===== config.mk =====
export PLATFORM = sky130hd
export DESIGN_NAME = annp_regs
export DESIGN_NICKNAME = d
export VERILOG_FILES = /design/src/pkg/annp_pkg.sv /design/src/core/annp_regs.sv
export VERILOG_INCLUDE_DIRS = /design/src /design/src/pkg
export SDC_FILE = /design/constraint.sdc
export NUM_CORES = 1
export LEC_CHECK = 0
export ABC_AREA = 1
export BUFFER_PORTS_ARGS = -buffer_cell sky130_fd_sc_hd__buf_2
export CAP_MARGIN = 15
export CORE_ASPECT_RATIO = 1.1
export CORE_UTILIZATION = 45
export CTS_CLUSTER_SIZE = 20
export DETAILED_ROUTE_END_ITERATION = 7
export PLACE_DENSITY = 0.81
export SLEW_MARGIN = 20
export SYNTH_ARGS = -nofsm -noshare
export SYNTH_HDL_FRONTEND = slang
export SYNTH_SLANG_ARGS = --single-unit

===== constraint.sdc =====
create_clock -name sys_clk -period 1.2 [get_ports sys_clk]
set_input_delay 0 -clock sys_clk [delete_from_list [all_inputs] [get_ports sys_clk]]
set_output_delay 0 -clock sys_clk [all_outputs]
set_load 0.05 [all_outputs]

===== src/pkg/annp_consts.svh =====
// Offsets, field positions, reset values and counts for the expansion and next-page register block
`ifndef ANNP_CONSTS_SVH
`define ANNP_CONSTS_SVH
`define ANNP_IDX_EXP 8'h06
`define ANNP_IDX_NPT 8'h07
`define ANNP_IDX_STS 8'h10
`define ANNP_IDX_IRQ_ST 8'h20
`define ANNP_IDX_IRQ_MASK 8'h21
`define ANNP_EXP_PDF 4
`define ANNP_EXP_LPNP 3
`define ANNP_EXP_LNP 2
`define ANNP_EXP_PGRX 1
`define ANNP_EXP_LPAN 0
`define ANNP_NPT_MORE 15
`define ANNP_NPT_MSG 13
`define ANNP_NPT_COMPLY_ACKNOWLEDGE 12
`define ANNP_NPT_TOG 11
`define ANNP_STS_PGRX 8
`define ANNP_NPT_WMASK 16'hb7ff
`define ANNP_NPT_RST 16'h2001
`define ANNP_IRQ_W 3
`define ANNP_IRQ_PGRX 0
`define ANNP_IRQ_PDF 1
`define ANNP_IRQ_TOG 2
`endif


===== src/pkg/annp_pkg.sv =====
// Types shared by the expansion and next-page register block
package annp_pkg;
	typedef struct packed {
		logic parallel_detect_fault;
		logic partner_nextpage_capable;
		logic partner_autoneg_capable;
		logic page_received;
		logic toggle_tx_bit;
	} annp_arb_in_t;
	typedef struct packed {
		logic more_pages_request;
		logic message_page_flag;
		logic comply_acknowledge;
		logic toggle_tx_bit;
		logic [10:0] code;
	} annp_np_word_t;
endpackage


===== src/core/annp_regs.sv =====
// Auto-negotiation expansion status and next-page transmit registers behind a Wishbone slave
//
// Operation
// - reserved expansion bits 15:5 and next-page bit 14 read zero, writes ignored.
// - expansion bit 4 mirrors parallel detection fault; reset zero.
// - expansion bit 3 reports partner next-page capability; reset zero.
// - expansion bit 2 is a constant one: local next pages supported.
// - expansion bit 1 sets on page received, clears on expansion read.
// - expansion bit 0 reports partner auto-negotiation capability; reset zero.
// - next-page bit 15 requests further pages; software written, reset zero.
// - next-page bit 13 selects message or unformatted page; reset one.
// - next-page bit 12 is the comply acknowledge; reset zero.
// - next-page bit 11 read-only toggle from arbitration logic; reset zero.
// - next-page code field bits 10:0 resets to one, the null message.
// - expansion register at address 6, next-page register at address 7.
// - status bit 8 copies page-received; its read never clears it.
//
// Chosen here: the Wishbone register port.
`timescale 1ns/1ps
`include "annp_consts.svh"
module annp_regs (
	// Clock and reset
	input wire logic sys_clk,
	input wire logic rst_n,
	// Wishbone slave
	input wire logic wb_cyc_i,
	input wire logic wb_stb_i,
	input wire logic wb_we_i,
	input wire logic [7:0] wb_adr_i,
	input wire logic [1:0] wb_sel_i,
	input wire logic [15:0] wb_dat_i,
	output logic [15:0] wb_dat_o,
	output logic wb_ack_o,
	// Arbitration side, asynchronous to the bus clock
	input wire annp_pkg::annp_arb_in_t arb_i,
	output annp_pkg::annp_np_word_t np_word_o,
	// Interrupt
	output logic irq_o
);
	// Two-flop synchroniser for arbitration inputs
	annp_pkg::annp_arb_in_t arb_s1_r;
	annp_pkg::annp_arb_in_t arb_s2_r;
	logic page_d_r;
	logic pdf_d_r;
	logic tog_d_r;
	logic page_rx_r;
	logic page_rx_nxt;
	logic [15:0] npt_r;
	logic [15:0] npt_nxt;
	logic [`ANNP_IRQ_W-1:0] irq_st_r;
	logic [`ANNP_IRQ_W-1:0] irq_st_nxt;
	logic [`ANNP_IRQ_W-1:0] irq_mask_r;
	logic [`ANNP_IRQ_W-1:0] irq_ev;
	logic [15:0] rd_data;

	function automatic logic [15:0] lane_merge(input logic [15:0] old, input logic [15:0] nw, input logic [1:0] sel);
		lane_merge = {sel[1] ? nw[15:8] : old[15:8], sel[0] ? nw[7:0] : old[7:0]};
	endfunction

	wire req = wb_cyc_i && wb_stb_i && !wb_ack_o;
	wire sel_exp = (wb_adr_i == `ANNP_IDX_EXP);
	wire sel_npt = (wb_adr_i == `ANNP_IDX_NPT);
	wire sel_sts = (wb_adr_i == `ANNP_IDX_STS);
	wire sel_ist = (wb_adr_i == `ANNP_IDX_IRQ_ST);
	wire sel_imk = (wb_adr_i == `ANNP_IDX_IRQ_MASK);
	wire rd_exp = req && !wb_we_i && sel_exp;
	wire wr_npt = req && wb_we_i && sel_npt;
	wire wr_ist = req && wb_we_i && sel_ist;
	wire wr_imk = req && wb_we_i && sel_imk;
	wire page_ev = arb_s2_r.page_received && !page_d_r;

	// Expansion word: reserved bits zero, bit 2 fixed one
	wire [15:0] exp_word = {11'h000, arb_s2_r.parallel_detect_fault,
		arb_s2_r.partner_nextpage_capable, 1'b1, page_rx_r,
		arb_s2_r.partner_autoneg_capable};
	wire [15:0] npt_word = {npt_r[15], 1'b0, npt_r[13:12], arb_s2_r.toggle_tx_bit, npt_r[10:0]};
	wire [15:0] sts_word = {7'h00, page_rx_r, 8'h00};

	always_comb begin
		if (sel_exp) begin
			rd_data = exp_word;
		end else if (sel_npt) begin
			rd_data = npt_word;
		end else if (sel_sts) begin
			rd_data = sts_word;
		end else if (sel_ist) begin
			rd_data = {13'h0000, irq_st_r};
		end else if (sel_imk) begin
			rd_data = {13'h0000, irq_mask_r};
		end else begin
			rd_data = 16'h0000;
		end
	end

	// Set wins over the read clear
	assign page_rx_nxt = page_ev ? 1'b1 : (rd_exp ? 1'b0 : page_rx_r);
	// Software bits only; bit 14 and toggle are not stored
	assign npt_nxt = wr_npt ? (lane_merge(npt_r, wb_dat_i, wb_sel_i) & `ANNP_NPT_WMASK) : npt_r;
	assign irq_ev = {tog_d_r ^ arb_s2_r.toggle_tx_bit, arb_s2_r.parallel_detect_fault && !pdf_d_r, page_ev};
	assign irq_st_nxt = irq_ev | (irq_st_r & ~((wr_ist && wb_sel_i[0]) ? wb_dat_i[`ANNP_IRQ_W-1:0] : 3'h0));

	always_ff @(posedge sys_clk or negedge rst_n) begin
		if (!rst_n) begin
			arb_s1_r <= '0;
			arb_s2_r <= '0;
			page_d_r <= 1'b0;
			pdf_d_r <= 1'b0;
			tog_d_r <= 1'b0;
		end else begin
			arb_s1_r <= arb_i;
			arb_s2_r <= arb_s1_r;
			page_d_r <= arb_s2_r.page_received;
			pdf_d_r <= arb_s2_r.parallel_detect_fault;
			tog_d_r <= arb_s2_r.toggle_tx_bit;
		end
	end

	always_ff @(posedge sys_clk or negedge rst_n) begin
		if (!rst_n) begin
			page_rx_r <= 1'b0;
			npt_r <= `ANNP_NPT_RST;
			irq_st_r <= 3'h0;
			irq_mask_r <= 3'h0;
		end else begin
			page_rx_r <= page_rx_nxt;
			npt_r <= npt_nxt;
			irq_st_r <= irq_st_nxt;
			if (wr_imk && wb_sel_i[0]) begin
				irq_mask_r <= wb_dat_i[`ANNP_IRQ_W-1:0];
			end
		end
	end

	always_ff @(posedge sys_clk or negedge rst_n) begin
		if (!rst_n) begin
			wb_ack_o <= 1'b0;
			wb_dat_o <= 16'h0000;
			irq_o <= 1'b0;
			np_word_o <= '0;
		end else begin
			wb_ack_o <= req;
			wb_dat_o <= req ? rd_data : 16'h0000;
			irq_o <= |(irq_st_nxt & irq_mask_r);
			np_word_o <= {npt_nxt[15], npt_nxt[13], npt_nxt[12], arb_s2_r.toggle_tx_bit, npt_nxt[10:0]};
		end
	end

	// Checks
	reserved_zero_a: assert property (@(posedge sys_clk) disable iff (!rst_n)
		wb_ack_o && $past(sel_exp) |-> wb_dat_o[15:5] == 11'h000 && wb_dat_o[2]) else $error("expansion reserved bits");
	npt_bit14_a: assert property (@(posedge sys_clk) disable iff (!rst_n)
		wb_ack_o && $past(sel_npt) |-> !wb_dat_o[14]) else $error("next-page bit 14 not zero");
	pdf_mirror_a: assert property (@(posedge sys_clk) disable iff (!rst_n)
		wb_ack_o && $past(sel_exp) |-> wb_dat_o[4] == $past(arb_s2_r.parallel_detect_fault)) else $error("fault bit");
	lpnp_mirror_a: assert property (@(posedge sys_clk) disable iff (!rst_n)
		wb_ack_o && $past(sel_exp) |-> wb_dat_o[3] == $past(arb_s2_r.partner_nextpage_capable)) else $error("lp np bit");
	lpan_mirror_a: assert property (@(posedge sys_clk) disable iff (!rst_n)
		wb_ack_o && $past(sel_exp) |-> wb_dat_o[0] == $past(arb_s2_r.partner_autoneg_capable)) else $error("lp an bit");
	page_clear_a: assert property (@(posedge sys_clk) disable iff (!rst_n)
		rd_exp && !page_ev |=> !page_rx_r) else $error("page flag not cleared by read");
	page_set_wins_a: assert property (@(posedge sys_clk) disable iff (!rst_n)
		page_ev |=> page_rx_r) else $error("page event lost");
	sts_noclear_a: assert property (@(posedge sys_clk) disable iff (!rst_n)
		req && !wb_we_i && sel_sts && page_rx_r |=> page_rx_r) else $error("status read cleared flag");
	npt_write_a: assert property (@(posedge sys_clk) disable iff (!rst_n)
		wr_npt && wb_sel_i == 2'h3 |=> npt_r == (($past(wb_dat_i)) & `ANNP_NPT_WMASK)) else $error("next-page write");
	tog_ro_a: assert property (@(posedge sys_clk) disable iff (!rst_n)
		wb_ack_o && $past(sel_npt) |-> wb_dat_o[11] == $past(arb_s2_r.toggle_tx_bit)) else $error("toggle bit");
	ack_pulse_a: assert property (@(posedge sys_clk) disable iff (!rst_n)
		wb_ack_o |=> !wb_ack_o) else $error("ack longer than one cycle");
	exp_read_cv: cover property (@(posedge sys_clk) disable iff (!rst_n) rd_exp && page_rx_r);
	collide_cv: cover property (@(posedge sys_clk) disable iff (!rst_n) rd_exp && page_ev);
	npt_write_cv: cover property (@(posedge sys_clk) disable iff (!rst_n) wr_npt);
	irq_cv: cover property (@(posedge sys_clk) disable iff (!rst_n) irq_o);
endmodule


* Word-level counts from Yosys, hierarchy flattened *
Index checks and enable logic that the tools add are counted.

cells by class
  equal/unequal tests = 5
  muxes and demuxes = 12
  bitwise logic cells = 5
  reduce and logical (&&, ||, !) cells = 18

operators with widths
  cell                count
  $mux 16             4
  $eq 8x3->1 const B  2
  $eq 8x6->1 const B  2
  $mux 8              2
  $logic_and 1x1->1   12
  $mux 3              3
  $mux 9              1
  $eq 8x5->1 const B  1
  $and 3x3->3         2
  $logic_not 1->1     4
  $not 3->3           1
  $or 3x3->3          1
  $reduce_or 3->1     1
  $mux 1              2
  $reduce_bool 2->1   1
  $xor 1x1->1         1

storage, ports and cells
  flip-flop bits (word level) = 66
  output and inout bits = 33
  word-level logic and storage cells = 64

* Logic depth before layout (Yosys ltp) *
Gate-level depths: netlist (run 1).

  depth after elaboration = 11
  gate-level depth with buffers = 10

* Worst setup path before layout (run 1) *
OpenSTA, ideal clock, no wires.

  kind = reg-to-reg
  start point = register wb_ack_o
  end point = register np_word_o[0] in the netlist's numbering
  data arrival time = 1.419 ns
  required time = 1.080 ns
  path slack = -0.339 ns
  stages on the path, launching flop included = 8
  clock period less this slack = 1.539 ns
  path through = dfrtp_1 inv_1 nand4_1 nor2_2 nand2_1 buf_6 nand2_1 o21ai_2

on the way
  longest elaborated chain between the ends = 5

RTL lines
  item                             line              source
  start, declared                  annp_regs.sv:33   output logic wb_ack_o,
  start signal, assigned           annp_regs.sv:141  wb_ack_o <= req;
  $logic_not 1->1                  annp_regs.sv:60   wire req = wb_cyc_i && wb_stb_i && !wb_ack_o;
  $logic_and 1x1->1                annp_regs.sv:60
  $logic_and 1x1->1 (2 in series)  annp_regs.sv:67   wire wr_npt = req && wb_we_i && sel_npt;
  $mux 16                          annp_regs.sv:98   assign npt_nxt = wr_npt ? (lane_merge(npt_r, wb_dat_i, wb_sel_i) & `ANNP_NPT_WMASK) : npt_r;
  via npt_nxt[0]                   annp_regs.sv:49   logic [15:0] npt_nxt;
  end signal, assigned             annp_regs.sv:144  np_word_o <= {npt_nxt[15], npt_nxt[13], npt_nxt[12], arb_s2_r.toggle_tx_bit, npt_nxt[10:0]};
  end, declared                    annp_regs.sv:36   output annp_pkg::annp_np_word_t np_word_o,

The timed path passes the listed nets, and every way through them passes these cells.
A chain may end at the register's enable or synchronous reset.

* Worst setup path in the final report (run 1) *
  start point = register wb_ack_o
  end point = register irq_o

on the way
  longest elaborated chain between the ends = 11

RTL lines
  item                             line              source
  $logic_not 1->1                  annp_regs.sv:60
  $logic_and 1x1->1                annp_regs.sv:60
  $logic_and 1x1->1 (2 in series)  annp_regs.sv:68   wire wr_ist = req && wb_we_i && sel_ist;
  $logic_and 1x1->1                annp_regs.sv:100  assign irq_st_nxt = irq_ev | (irq_st_r & ~((wr_ist && wb_sel_i[0]) ? wb_dat_i[`ANNP_IRQ_W-1:0] : 3'h0));
  $mux 3                           annp_regs.sv:100
  $not 3->3                        annp_regs.sv:100
  $and 3x3->3                      annp_regs.sv:100
  $or 3x3->3                       annp_regs.sv:100
  via irq_st_nxt[0]                annp_regs.sv:51   logic [`ANNP_IRQ_W-1:0] irq_st_nxt;
  $and 3x3->3                      annp_regs.sv:143  irq_o <= |(irq_st_nxt & irq_mask_r);
  $reduce_or 3->1                  annp_regs.sv:143
  end signal, assigned             annp_regs.sv:143
  end, declared                    annp_regs.sv:38   output logic irq_o

The timed path passes the listed nets, and every way through them passes these cells.

==> results of run 1 <==
## power breakdown
group	internal (mW)	switching, mW
Combinational	0.125	0.170
Clock	0.829	0.574
Sequential	1.81	0.0144
## cells by family after synthesis
logic type	synth area share, %
AOI/OAI and AO/OA	5.62
xor gates and xnor gates	0.397
buffers and inverters	10.4
DFF	60.2
other	0.170
and+or+nand+nor	23.1
## worst max-delay path by stage
stage	startpoint	end	slack (ns)
2_1_floorplan	wb_ack_o	irq_mask_r[0]	-0.20
3_3_place_gp	wb_ack_o	irq_mask_r[0]	-0.1
3_5_place_dp	wb_ack_o	irq_mask_r[0]	-0.17
4_1_cts	wb_ack_o	np_word_o[5]	-0.12
5_1_grt	wb_ack_o	irq_o	-0.29
6_report	wb_ack_o	irq_o	-0.19
## flip-flops by register name, indices dropped and copies added, names as in the netlist
register / count
npt_r: 5
page_d_r: 1
np_word_o: 12
irq_mask_r: 3
page_rx_r: 1
wb_dat_o: 15
pdf_d_r: 1
irq_o: 1
arb_s1_r: 5
irq_st_r: 3
wb_ack_o: 1
arb_s2_r: 5
## layout make-up
cell class | count | area (µm²) | share of cell area, %
clock inverter | 3 | 65.1 | 2.19
inverter | 22 | 83.8 | 2.82
sequential | 53 | 1330 | 44.8
clock buffer | 5 | 68.8 | 2.32
multi-input combinational | 132 | 719 | 24.2
tap | 56 | 70.1 | 2.36
timing repair buffer | 96 | 634 | 21.3
## worst reg2reg max path, stage by stage, from the launching register on
cell and delay, ns:
dfrtp_2 0.42, inv_2 0.06, nand4_1 0.16, nor2_4 0.18
buf_12 0.13, nand3_2 0.07, nand2_2 0.07, nand2_2 0.05
nand2_1 0.05, nand3_1 0.08
## timing repair
action,4_1_cts,5_1_grt
hold buffers,19,0
endpoints found under the hold margin,71,0
buffers inserted,4,0
pin swaps,4,1
gates resized for setup,10,4
gates cloned,0,0
endpoints found under the setup margin,22,32
## layout by cell type, fill, tap and decap left out, types with 2 or more instances in the layout
cell type,instances
buf_2,65
inv_1,19
nor3_1,3
nand2_4,2
buf_12,2
inv_2,2
nand3_2,3
dfstp_2,2
bufinv_16,2
nand3_1,14
o21ai_2,8
nor2_1,18
buf_4,9
dlygate4sd3_1,19
dfrtp_1,50
clkbuf_8,5
o21ai_1,4
clkinv_2,2
o21ai_0,2
nand2_2,9
nand2_1,54
nor2_4,2
a21oi_1,3
## routing by layer
layer | vias up | global-route usage (%) | share of wire (%)
met5 | - | 0 | 0
met4 | 0 | 4.99 | 1.2
met3 | 7 | 4.34 | 5.8
met2 | 60 | 34.1 | 51
met1 | 827 | 25.1 | 42
li1 | 850 | - | -
## metrics by stage
step           cell area, µm²  std cells
6_report                 2970        367
4_1_cts                  2950        367
3_3_place_gp             2550        336
2_1_floorplan            2230        225
3_5_place_dp             2550        336
5_1_grt                  2970        367
==> out/summary.txt, run 1 <==
Total GRT Usage -> 19.7%
clock latency on the worst-skew pair -> 0.30 ns
worst hold start -> wb_we_i
CTS max path bufs -> 2
gpl congestion -> 0.815
CP peak stage delay -> 0.42 ns
TritonRoute pass-1 iters -> 4
final setup vio count -> 23
Peak Freq -> 719 MHz
Port-buffer cells -> 65
r2r endpoint -> irq_o
WP depth -> 9
worst setup path category -> flop to flop
status -> finished, violations left
hold endpoint -> page_rx_r
# fillers -> 381
most frequent cell after synthesis -> nand2_1
yosys warns -> 0
WP buf/inv -> 2
WL final -> 4830 µm
Setup crit end kind -> flop
Synth top cells by count -> nand2_1 (63), dfrtp_1 (51), inv_1 (20), nand3_1 (18), nor2_1 (18)
cells along the critical path -> inv_2, nand4_1, nor2_4, buf_12, nand3_2, nand2_2, nand2_2, nand2_1, nand3_1
CTS buffer count -> 5
most used cell, CP -> nand2_2
Cell Area, Synth -> 2210 µm²
post-synth top area share -> 57.9%
DRC -> 0
fin crit period -> 1.39 ns
Syn Inst Count -> 225
Final WS setup -> -0.191 ns
syn nets -> 261
area grow syn2layout -> 34.7%
R2R Setup Slk -> -0.19 ns
Min Hold Slack -> -0.00366 ns
pre-CTS WS -> -0.168 ns
Synth Area per Inst -> 9.80 µm²
die area -> 5190 µm²
# IOs -> 69
DRT antenna net count -> 0
crit share post-route -> 116%
Initial DRC Count -> 108
Pleak -> 1.60 nW
TNS Setup -> -2.54 ns
Fin. Hold Viols -> 1
Crit Reg-Reg Startpoint -> wb_ack_o
Clock Skews -> 0.00863 ns
initial core utilization -> 47.1%
Synth area leader -> dfrtp_1
r2r worst-path depth -> 9
drt wl/cell -> 13.2 µm
grt ovf -> 0
CORE AREA -> 4680 µm²
largest net degree at the start of global routing -> 46
# nets final -> 346
n_diodes -> 0
number of synthesized register bits -> 53
hpwl dp -> 3330 µm
WP data arrival -> 1.58 ns
fin. max-slew vios -> 0
failing checks -> hold timing, setup timing
clk sinks -> 53
std cell rows -> 26
die span in y -> 75.4 µm
Root Buffer -> clkbuf_8
VDD IR max -> 0.745 mV
crit path max fanout -> 4
vias in the first global route -> 1700
layout cells sized above 1 -> 39.2%
Power Dens Cells -> 1190 nW/µm²
hold crit path type -> input pin to flop
fin util -> 63.4%
top cells by area, synth -> dfrtp_1 (58%), nand2_1 (11%), buf_4 (5.1%)
synth unique cells -> 25
startpoint types -> flop
die width -> 68.8 µm
Synth async-reset ratio -> 100%
first-pass GRT wire length -> 7520 µm
CTS clk-pin slew, worst paths -> 0.10 ns
maxcap violations -> 0
Hold Crit Depth -> 3
RSZ-0062 raised after global routing -> true
antenna violations before repair -> 0
sequential area share after synthesis -> 60.2%
number of H-tree branching levels -> 2
Top delay family on crit path -> simple AND/OR/NAND/NOR gates
vias after detailed routing -> 1744
main flop type after synthesis -> dfrtp_1
CP max-delay cell -> dfrtp_2
Total Power -> 3.53 mW
Post-synth EDFFs -> 0
WP data required -> 1.39 ns
CTS tree -> yes
Via density -> 4.75
No activity file was read; power rests on OpenSTA's default activity.
==> run 2, diff against run 1 <==
--- a/config.mk
+++ b/config.mk
@@ -9,8 +9,10 @@
 export ABC_AREA = 1
 export BUFFER_PORTS_ARGS = -buffer_cell sky130_fd_sc_hd__buf_2
 export CAP_MARGIN = 15
+export CELL_PAD_IN_SITES_DETAIL_PLACEMENT = 0
+export CELL_PAD_IN_SITES_GLOBAL_PLACEMENT = 1
 export CORE_ASPECT_RATIO = 1.1
-export CORE_UTILIZATION = 45
+export CORE_UTILIZATION = 34
 export CTS_CLUSTER_SIZE = 20
 export DETAILED_ROUTE_END_ITERATION = 7
 export PLACE_DENSITY = 0.81
==> constraint.sdc (replaced) <==
create_clock -name sys_clk -period 1.18 [get_ports sys_clk]
set_input_delay 0 -clock sys_clk [delete_from_list [all_inputs] [get_ports sys_clk]]
set_output_delay 0 -clock sys_clk [all_outputs]
set_load 0.05 [all_outputs]
==> out/summary.txt, run 2 (same netlist as run 1, synthesis figures left out) <==
initial core utilization -> 35.4%
grt met1 use -> 18.7%
Fin. Hold Viols -> 1
CP max-delay cell -> dfrtp_2
most frequent cells in the layout -> buf_2 (65), nand2_1 (52), dfrtp_1 (50), dlygate4sd3_1 (20)
Sw Share -> 24.6%
WP depth -> 8
post-layout instance count excluding filler cells -> 392
number of H-tree branching levels -> 2
fin. max-slew vios -> 0
fin crit period -> 1.38 ns
die span in y -> 86.5 µm
worst setup path category -> flop to flop
Int Pwr -> 2.39 mW
# fillers -> 631
combinational group share of total power -> 9.4%
gpl congestion -> 0.819
vias in the first global route -> 1718
r2r worst-path depth -> 8
CTS max path bufs -> 2
drt wl/cell -> 11.9 µm
hpwl dp -> 3230 µm
met3 GRT Util -> 3.89%
Crit Reg-Reg Startpoint -> wb_ack_o
CTS clk-pin slew, worst paths -> 0.10 ns
R2R Setup Slk -> -0.20 ns
max reg flops -> 15
vias after detailed routing -> 1736
hold crit path type -> input pin to flop
Top delay family on crit path -> simple AND/OR/NAND/NOR gates
RSZ-0062 raised after global routing -> true
DRT antenna net count -> 0
Clock Skews -> 0.00828 ns
Largest Register -> wb_dat_o
Min Hold Slack -> -0.00723 ns
met2 Resource Use GR -> 25.1%
layout cells sized above 1 -> 40.1%
Via density -> 4.43
n_diodes -> 0
VDD IR max -> 0.570 mV
CTS Hold Bufs -> 20
crit share post-route -> 117%
CTS tree -> yes
Port-buffer cells -> 65
Worst Setup SP -> wb_ack_o
maxcap violations -> 0
clock latency on the worst-skew pair -> 0.30 ns
register area -> 1330 µm²
final setup vio count -> 23
Initial DRC Count -> 88
WP data arrival -> 1.57 ns
WP data required -> 1.38 ns
# IOs -> 69
Total GRT Usage -> 14.9%
worst setup path end -> irq_o
antenna violations before repair -> 0
crit path max fanout -> 7
clk sinks -> 53
r2r endpoint -> irq_o
die area -> 6810 µm²
Net Switching -> 0.782 mW
Setup crit end kind -> flop
TritonRoute pass-1 iters -> 4
cells along the critical path -> inv_2, nand4_1, nor2_4, nand3_2, nand2_2, nand2_2, nand2_1, nand3_2
std cell rows -> 30
most common cell after layout, fill and taps aside -> buf_2
CTS buffer count -> 5
die width -> 78.8 µm
WL final -> 4670 µm
grt ovf -> 0
failing checks -> hold timing, setup timing
startpoint types -> flop
CP peak stage delay -> 0.42 ns
WP buf/inv -> 1
Total Power -> 3.18 mW
Pleak -> 1.60 nW
GRT busiest layer -> met2
# nets final -> 347
first-pass GRT wire length -> 7800 µm
placed cells -> 359
CORE AREA -> 6230 µm²
Root Buffer -> clkbuf_8
status -> finished, violations left
largest net degree at the start of global routing -> 54
DRC -> 0
sequential share of power -> 58.6%
area grow syn2layout -> 34.4%
Final WS setup -> -0.197 ns
multi-input logic area -> 746 µm²
Top Registers -> wb_dat_o (15), np_word_o (12)
Power Dens Cells -> 1070 nW/µm²
clock group share of total power -> 32.1%
Peak Freq -> 726 MHz
run 2: how the worst min path moves through the flow:
stage                  from      endpoint  slack, ns  depth (start not counted)
finish              wb_we_i     page_rx_r     -0.007                          3
global route        wb_we_i     page_rx_r      -0.01                          3
CTS                 wb_we_i     page_rx_r      -0.03                          3
detailed placement    rst_n   wb_dat_o[9]       0.02                          2
global placement      rst_n  np_word_o[9]       0.01                          2
floorplan             rst_n   arb_s1_r[0]      -0.30                          0
run 2: timing repair:
item / in CTS / in global routing
endpoints found under the hold margin: 76 / 1
resized for setup: 9 / 8
gates cloned: 2 / 0
endpoints found under the setup margin: 23 / 29
buffers inserted: 3 / 2
pin swaps: 5 / 8
run 2: stage by stage:
stage,worst slack [ns],TNS (ns),hold slack (ns),area [µm²],util (%)
2_1_floorplan,-0.216,-3.60,-0.296,2230,-
5_1_grt,-0.320,-5.22,-0.00962,2960,47.6
4_1_cts,-0.163,-2.38,-0.0272,2940,47.2
6_report,-0.197,-2.96,-0.00723,2960,47.6
3_3_place_gp,-0.121,-1.28,0.0131,2570,41.3
3_5_place_dp,-0.175,-2.26,0.0199,2570,41.3
run 2: worst min-delay path, cell delays in order:
cell     delay, ns
buf_2         0.09
nor3_1        0.06
o21ai_1       0.11
run 2: layer usage:
| layer | part of all wire (%) | up-vias |
|---|---|---|
| met1 | 45 | 819 |
| met4 | 1.2 | 0 |
| li1 | - | 856 |
| met2 | 49 | 54 |
| met5 | 0 | - |
| met3 | 5.1 | 7 |
run 2: layout make-up:
class / instances / area share (%)
sequential: 53 / 44.9
multi-input combinational: 134 / 25.2
timing repair buffer: 95 / 20.8
tap: 80 / 3.38
inverter: 22 / 2.83
clock buffer: 6 / 2.45
clock inverter: 2 / 0.507
run 2: power groups by stage:
stage / Clock [mW] / Combinational, mW / Sequential, mW
floorplan: 0 / 0.0952 / 1.90
global placement: 0 / 0.235 / 1.89
detailed placement: 0 / 0.237 / 1.90
CTS: 1.05 / 0.299 / 1.86
global route: 1.13 / 0.329 / 1.86
finish: 1.02 / 0.298 / 1.86
==> run 3, diff against run 2 <==
--- a/config.mk
+++ b/config.mk
@@ -12,10 +12,10 @@
 export CELL_PAD_IN_SITES_DETAIL_PLACEMENT = 0
 export CELL_PAD_IN_SITES_GLOBAL_PLACEMENT = 1
 export CORE_ASPECT_RATIO = 1.1
-export CORE_UTILIZATION = 34
+export CORE_UTILIZATION = 35
 export CTS_CLUSTER_SIZE = 20
 export DETAILED_ROUTE_END_ITERATION = 7
-export PLACE_DENSITY = 0.81
+export PLACE_DENSITY = 0.8
 export SLEW_MARGIN = 20
 export SYNTH_ARGS = -nofsm -noshare
 export SYNTH_HDL_FRONTEND = slang
==> constraint.sdc (replaced) <==
create_clock -name sys_clk -period 1.7 [get_ports sys_clk]
set_input_delay 0 -clock sys_clk [delete_from_list [all_inputs] [get_ports sys_clk]]
set_output_delay 0 -clock sys_clk [all_outputs]
set_load 0.05 [all_outputs]
==> out/summary.txt, run 3 (same netlist as run 1, synthesis figures left out) <==
Min Hold Slack -> 0.0321 ns
CTS tree -> yes
grt ovf -> 0
startpoint types -> flop
Initial DRC Count -> 101
largest net degree at the start of global routing -> 34
cell area after layout -> 2830 µm²
CP max-delay cell -> dfrtp_1
# nets final -> 339
die area -> 6620 µm²
number of H-tree branching levels -> 2
max reg flops -> 15
Fin. Hold Viols -> 0
Via density -> 4.34
fin util -> 47.9%
CP peak stage delay -> 0.38 ns
Peak Freq -> 665 MHz
CTS max path bufs -> 2
Largest Register -> wb_dat_o
first-pass GRT wire length -> 7270 µm
DRC -> 0
cells along the critical path -> inv_1, nand4_1, nor2_2, nand2_1, nand2_1, o21ai_2
layout cells sized above 1 -> 31.9%
# IOs -> 69
die span in y -> 85.3 µm
Final WS setup -> 0.196 ns
gpl congestion -> 0.761
Total Power -> 2.31 mW
most common cell after layout, fill and taps aside -> buf_2
crit path max fanout -> 11
vias in the first global route -> 1587
hold crit path type -> input pin to flop
WL final -> 4330 µm
final setup vio count -> 0
fin crit period -> 1.50 ns
Root Buffer -> clkbuf_8
antenna violations before repair -> 0
Port-buffer cells -> 65
Top Registers -> wb_dat_o (15), np_word_o (12)
CTS buffer count -> 5
VDD IR max -> 0.315 mV
CORE AREA -> 5910 µm²
WP data required -> 1.88 ns
clock latency on the worst-skew pair -> 0.30 ns
crit share post-route -> 88.4%
Setup crit end kind -> flop
# fillers -> 562
DRT antenna net count -> 0
post-CTS sizing -> 0
status -> finished clean
CTS clk-pin slew, worst paths -> 0.09 ns
die width -> 77.7 µm
most frequent cells in the layout -> buf_2 (65), nand2_1 (63), dfrtp_1 (51), dlygate4sd3_1 (21), inv_1 (20)
drt wl/cell -> 11.4 µm
Post-CTS Setup Inserts -> 0
Placed Area -> 2520 µm²
Total GRT Usage -> 14.2%
post-layout instance count excluding filler cells -> 381
placed cells -> 352
std cell rows -> 29
most used cell, CP -> nand2_1
WP data arrival -> 1.68 ns
vias after detailed routing -> 1654
Power Dens Cells -> 814 nW/µm²
maxcap violations -> 0
fin. max-slew vios -> 0
TNS Setup -> 0 ns
pre-CTS WS -> 0.193 ns
Clock Skews -> 0.00892 ns
area grow syn2layout -> 28.5%
TritonRoute pass-1 iters -> 4
n_diodes -> 0
clk sinks -> 53
worst setup path category -> flop to flop
R2R Setup Slk -> 0.20 ns
RSZ-0062 raised after global routing -> false
initial core utilization -> 37.3%
Pleak -> 1.52 nW
hpwl dp -> 3220 µm
## run 3: changes by cell type in the layout (fill, tap and decap cells not counted), sizes merged
cell / before / now
dlygate4sd3: 20 / 21
clkinv: 1 / 2
clkinvlp: 2 / 0
nand2: 66 / 65
buf: 75 / 68
bufinv: 0 / 1
nand3b: 2 / 1
## run 3: final cells by class
cell class	count	area (µm²)	share of cell area [%]
Sequential cell	53	1330	46.9
Tap cell	77	96.3	3.40
Clock buffer	6	72.6	2.56
Inverter	22	83.8	2.96
Multi-Input combinational cell	132	647	22.8
Timing Repair Buffer	89	571	20.1
Clock inverter	2	35.0	1.24
## run 3: report_power, final
group / internal (mW) / switching (mW) / leakage, nW
Combinational: 0.0823 / 0.111 / 0.786
Clock: 0.437 / 0.386 / 0.0552
Sequential: 1.28 / 0.00918 / 0.681
Total: 1.80 / 0.506 / 1.52
## run 3: repair_timing
item / in CTS / in global routing
endpoints found under the hold margin: 42 / 0
hold buffers: 21 / 0
setup endpoints to repair: 0 / 0
## run 3: final timing paths
check / start / end / cells after the start
max reg2reg: wb_ack_o / np_word_o[0] / 6
min reg2reg: arb_s1_r[0] / arb_s2_r[0] / 0
max in group asynchronous: rst_n / npt_r[0] / 3
min: wb_adr_i[5] / wb_dat_o[3] / 4
min in group asynchronous: rst_n / np_word_o[6] / 2
max: wb_ack_o / np_word_o[0] / 6
## run 3: per-layer routing
metal	global-route usage (%)	share of wire, %	up-vias
met5	0	0	-
met4	5.15	1.3	0
met3	3.01	5.7	6
met2	23.0	47	46
met1	18.7	46	761
li1	-	-	841
## run 3: worst max-delay path: cells and delay by family, from the launching register on
| family | cells | cell delay (ns) |
|---|---|---|
| DFF | 1 | 0.38 |
| buffers and inverters | 1 | 0.06 |
| and+or+nand+nor | 4 | 0.86 |
| AOI/OAI and AO/OA | 1 | 0.07 |
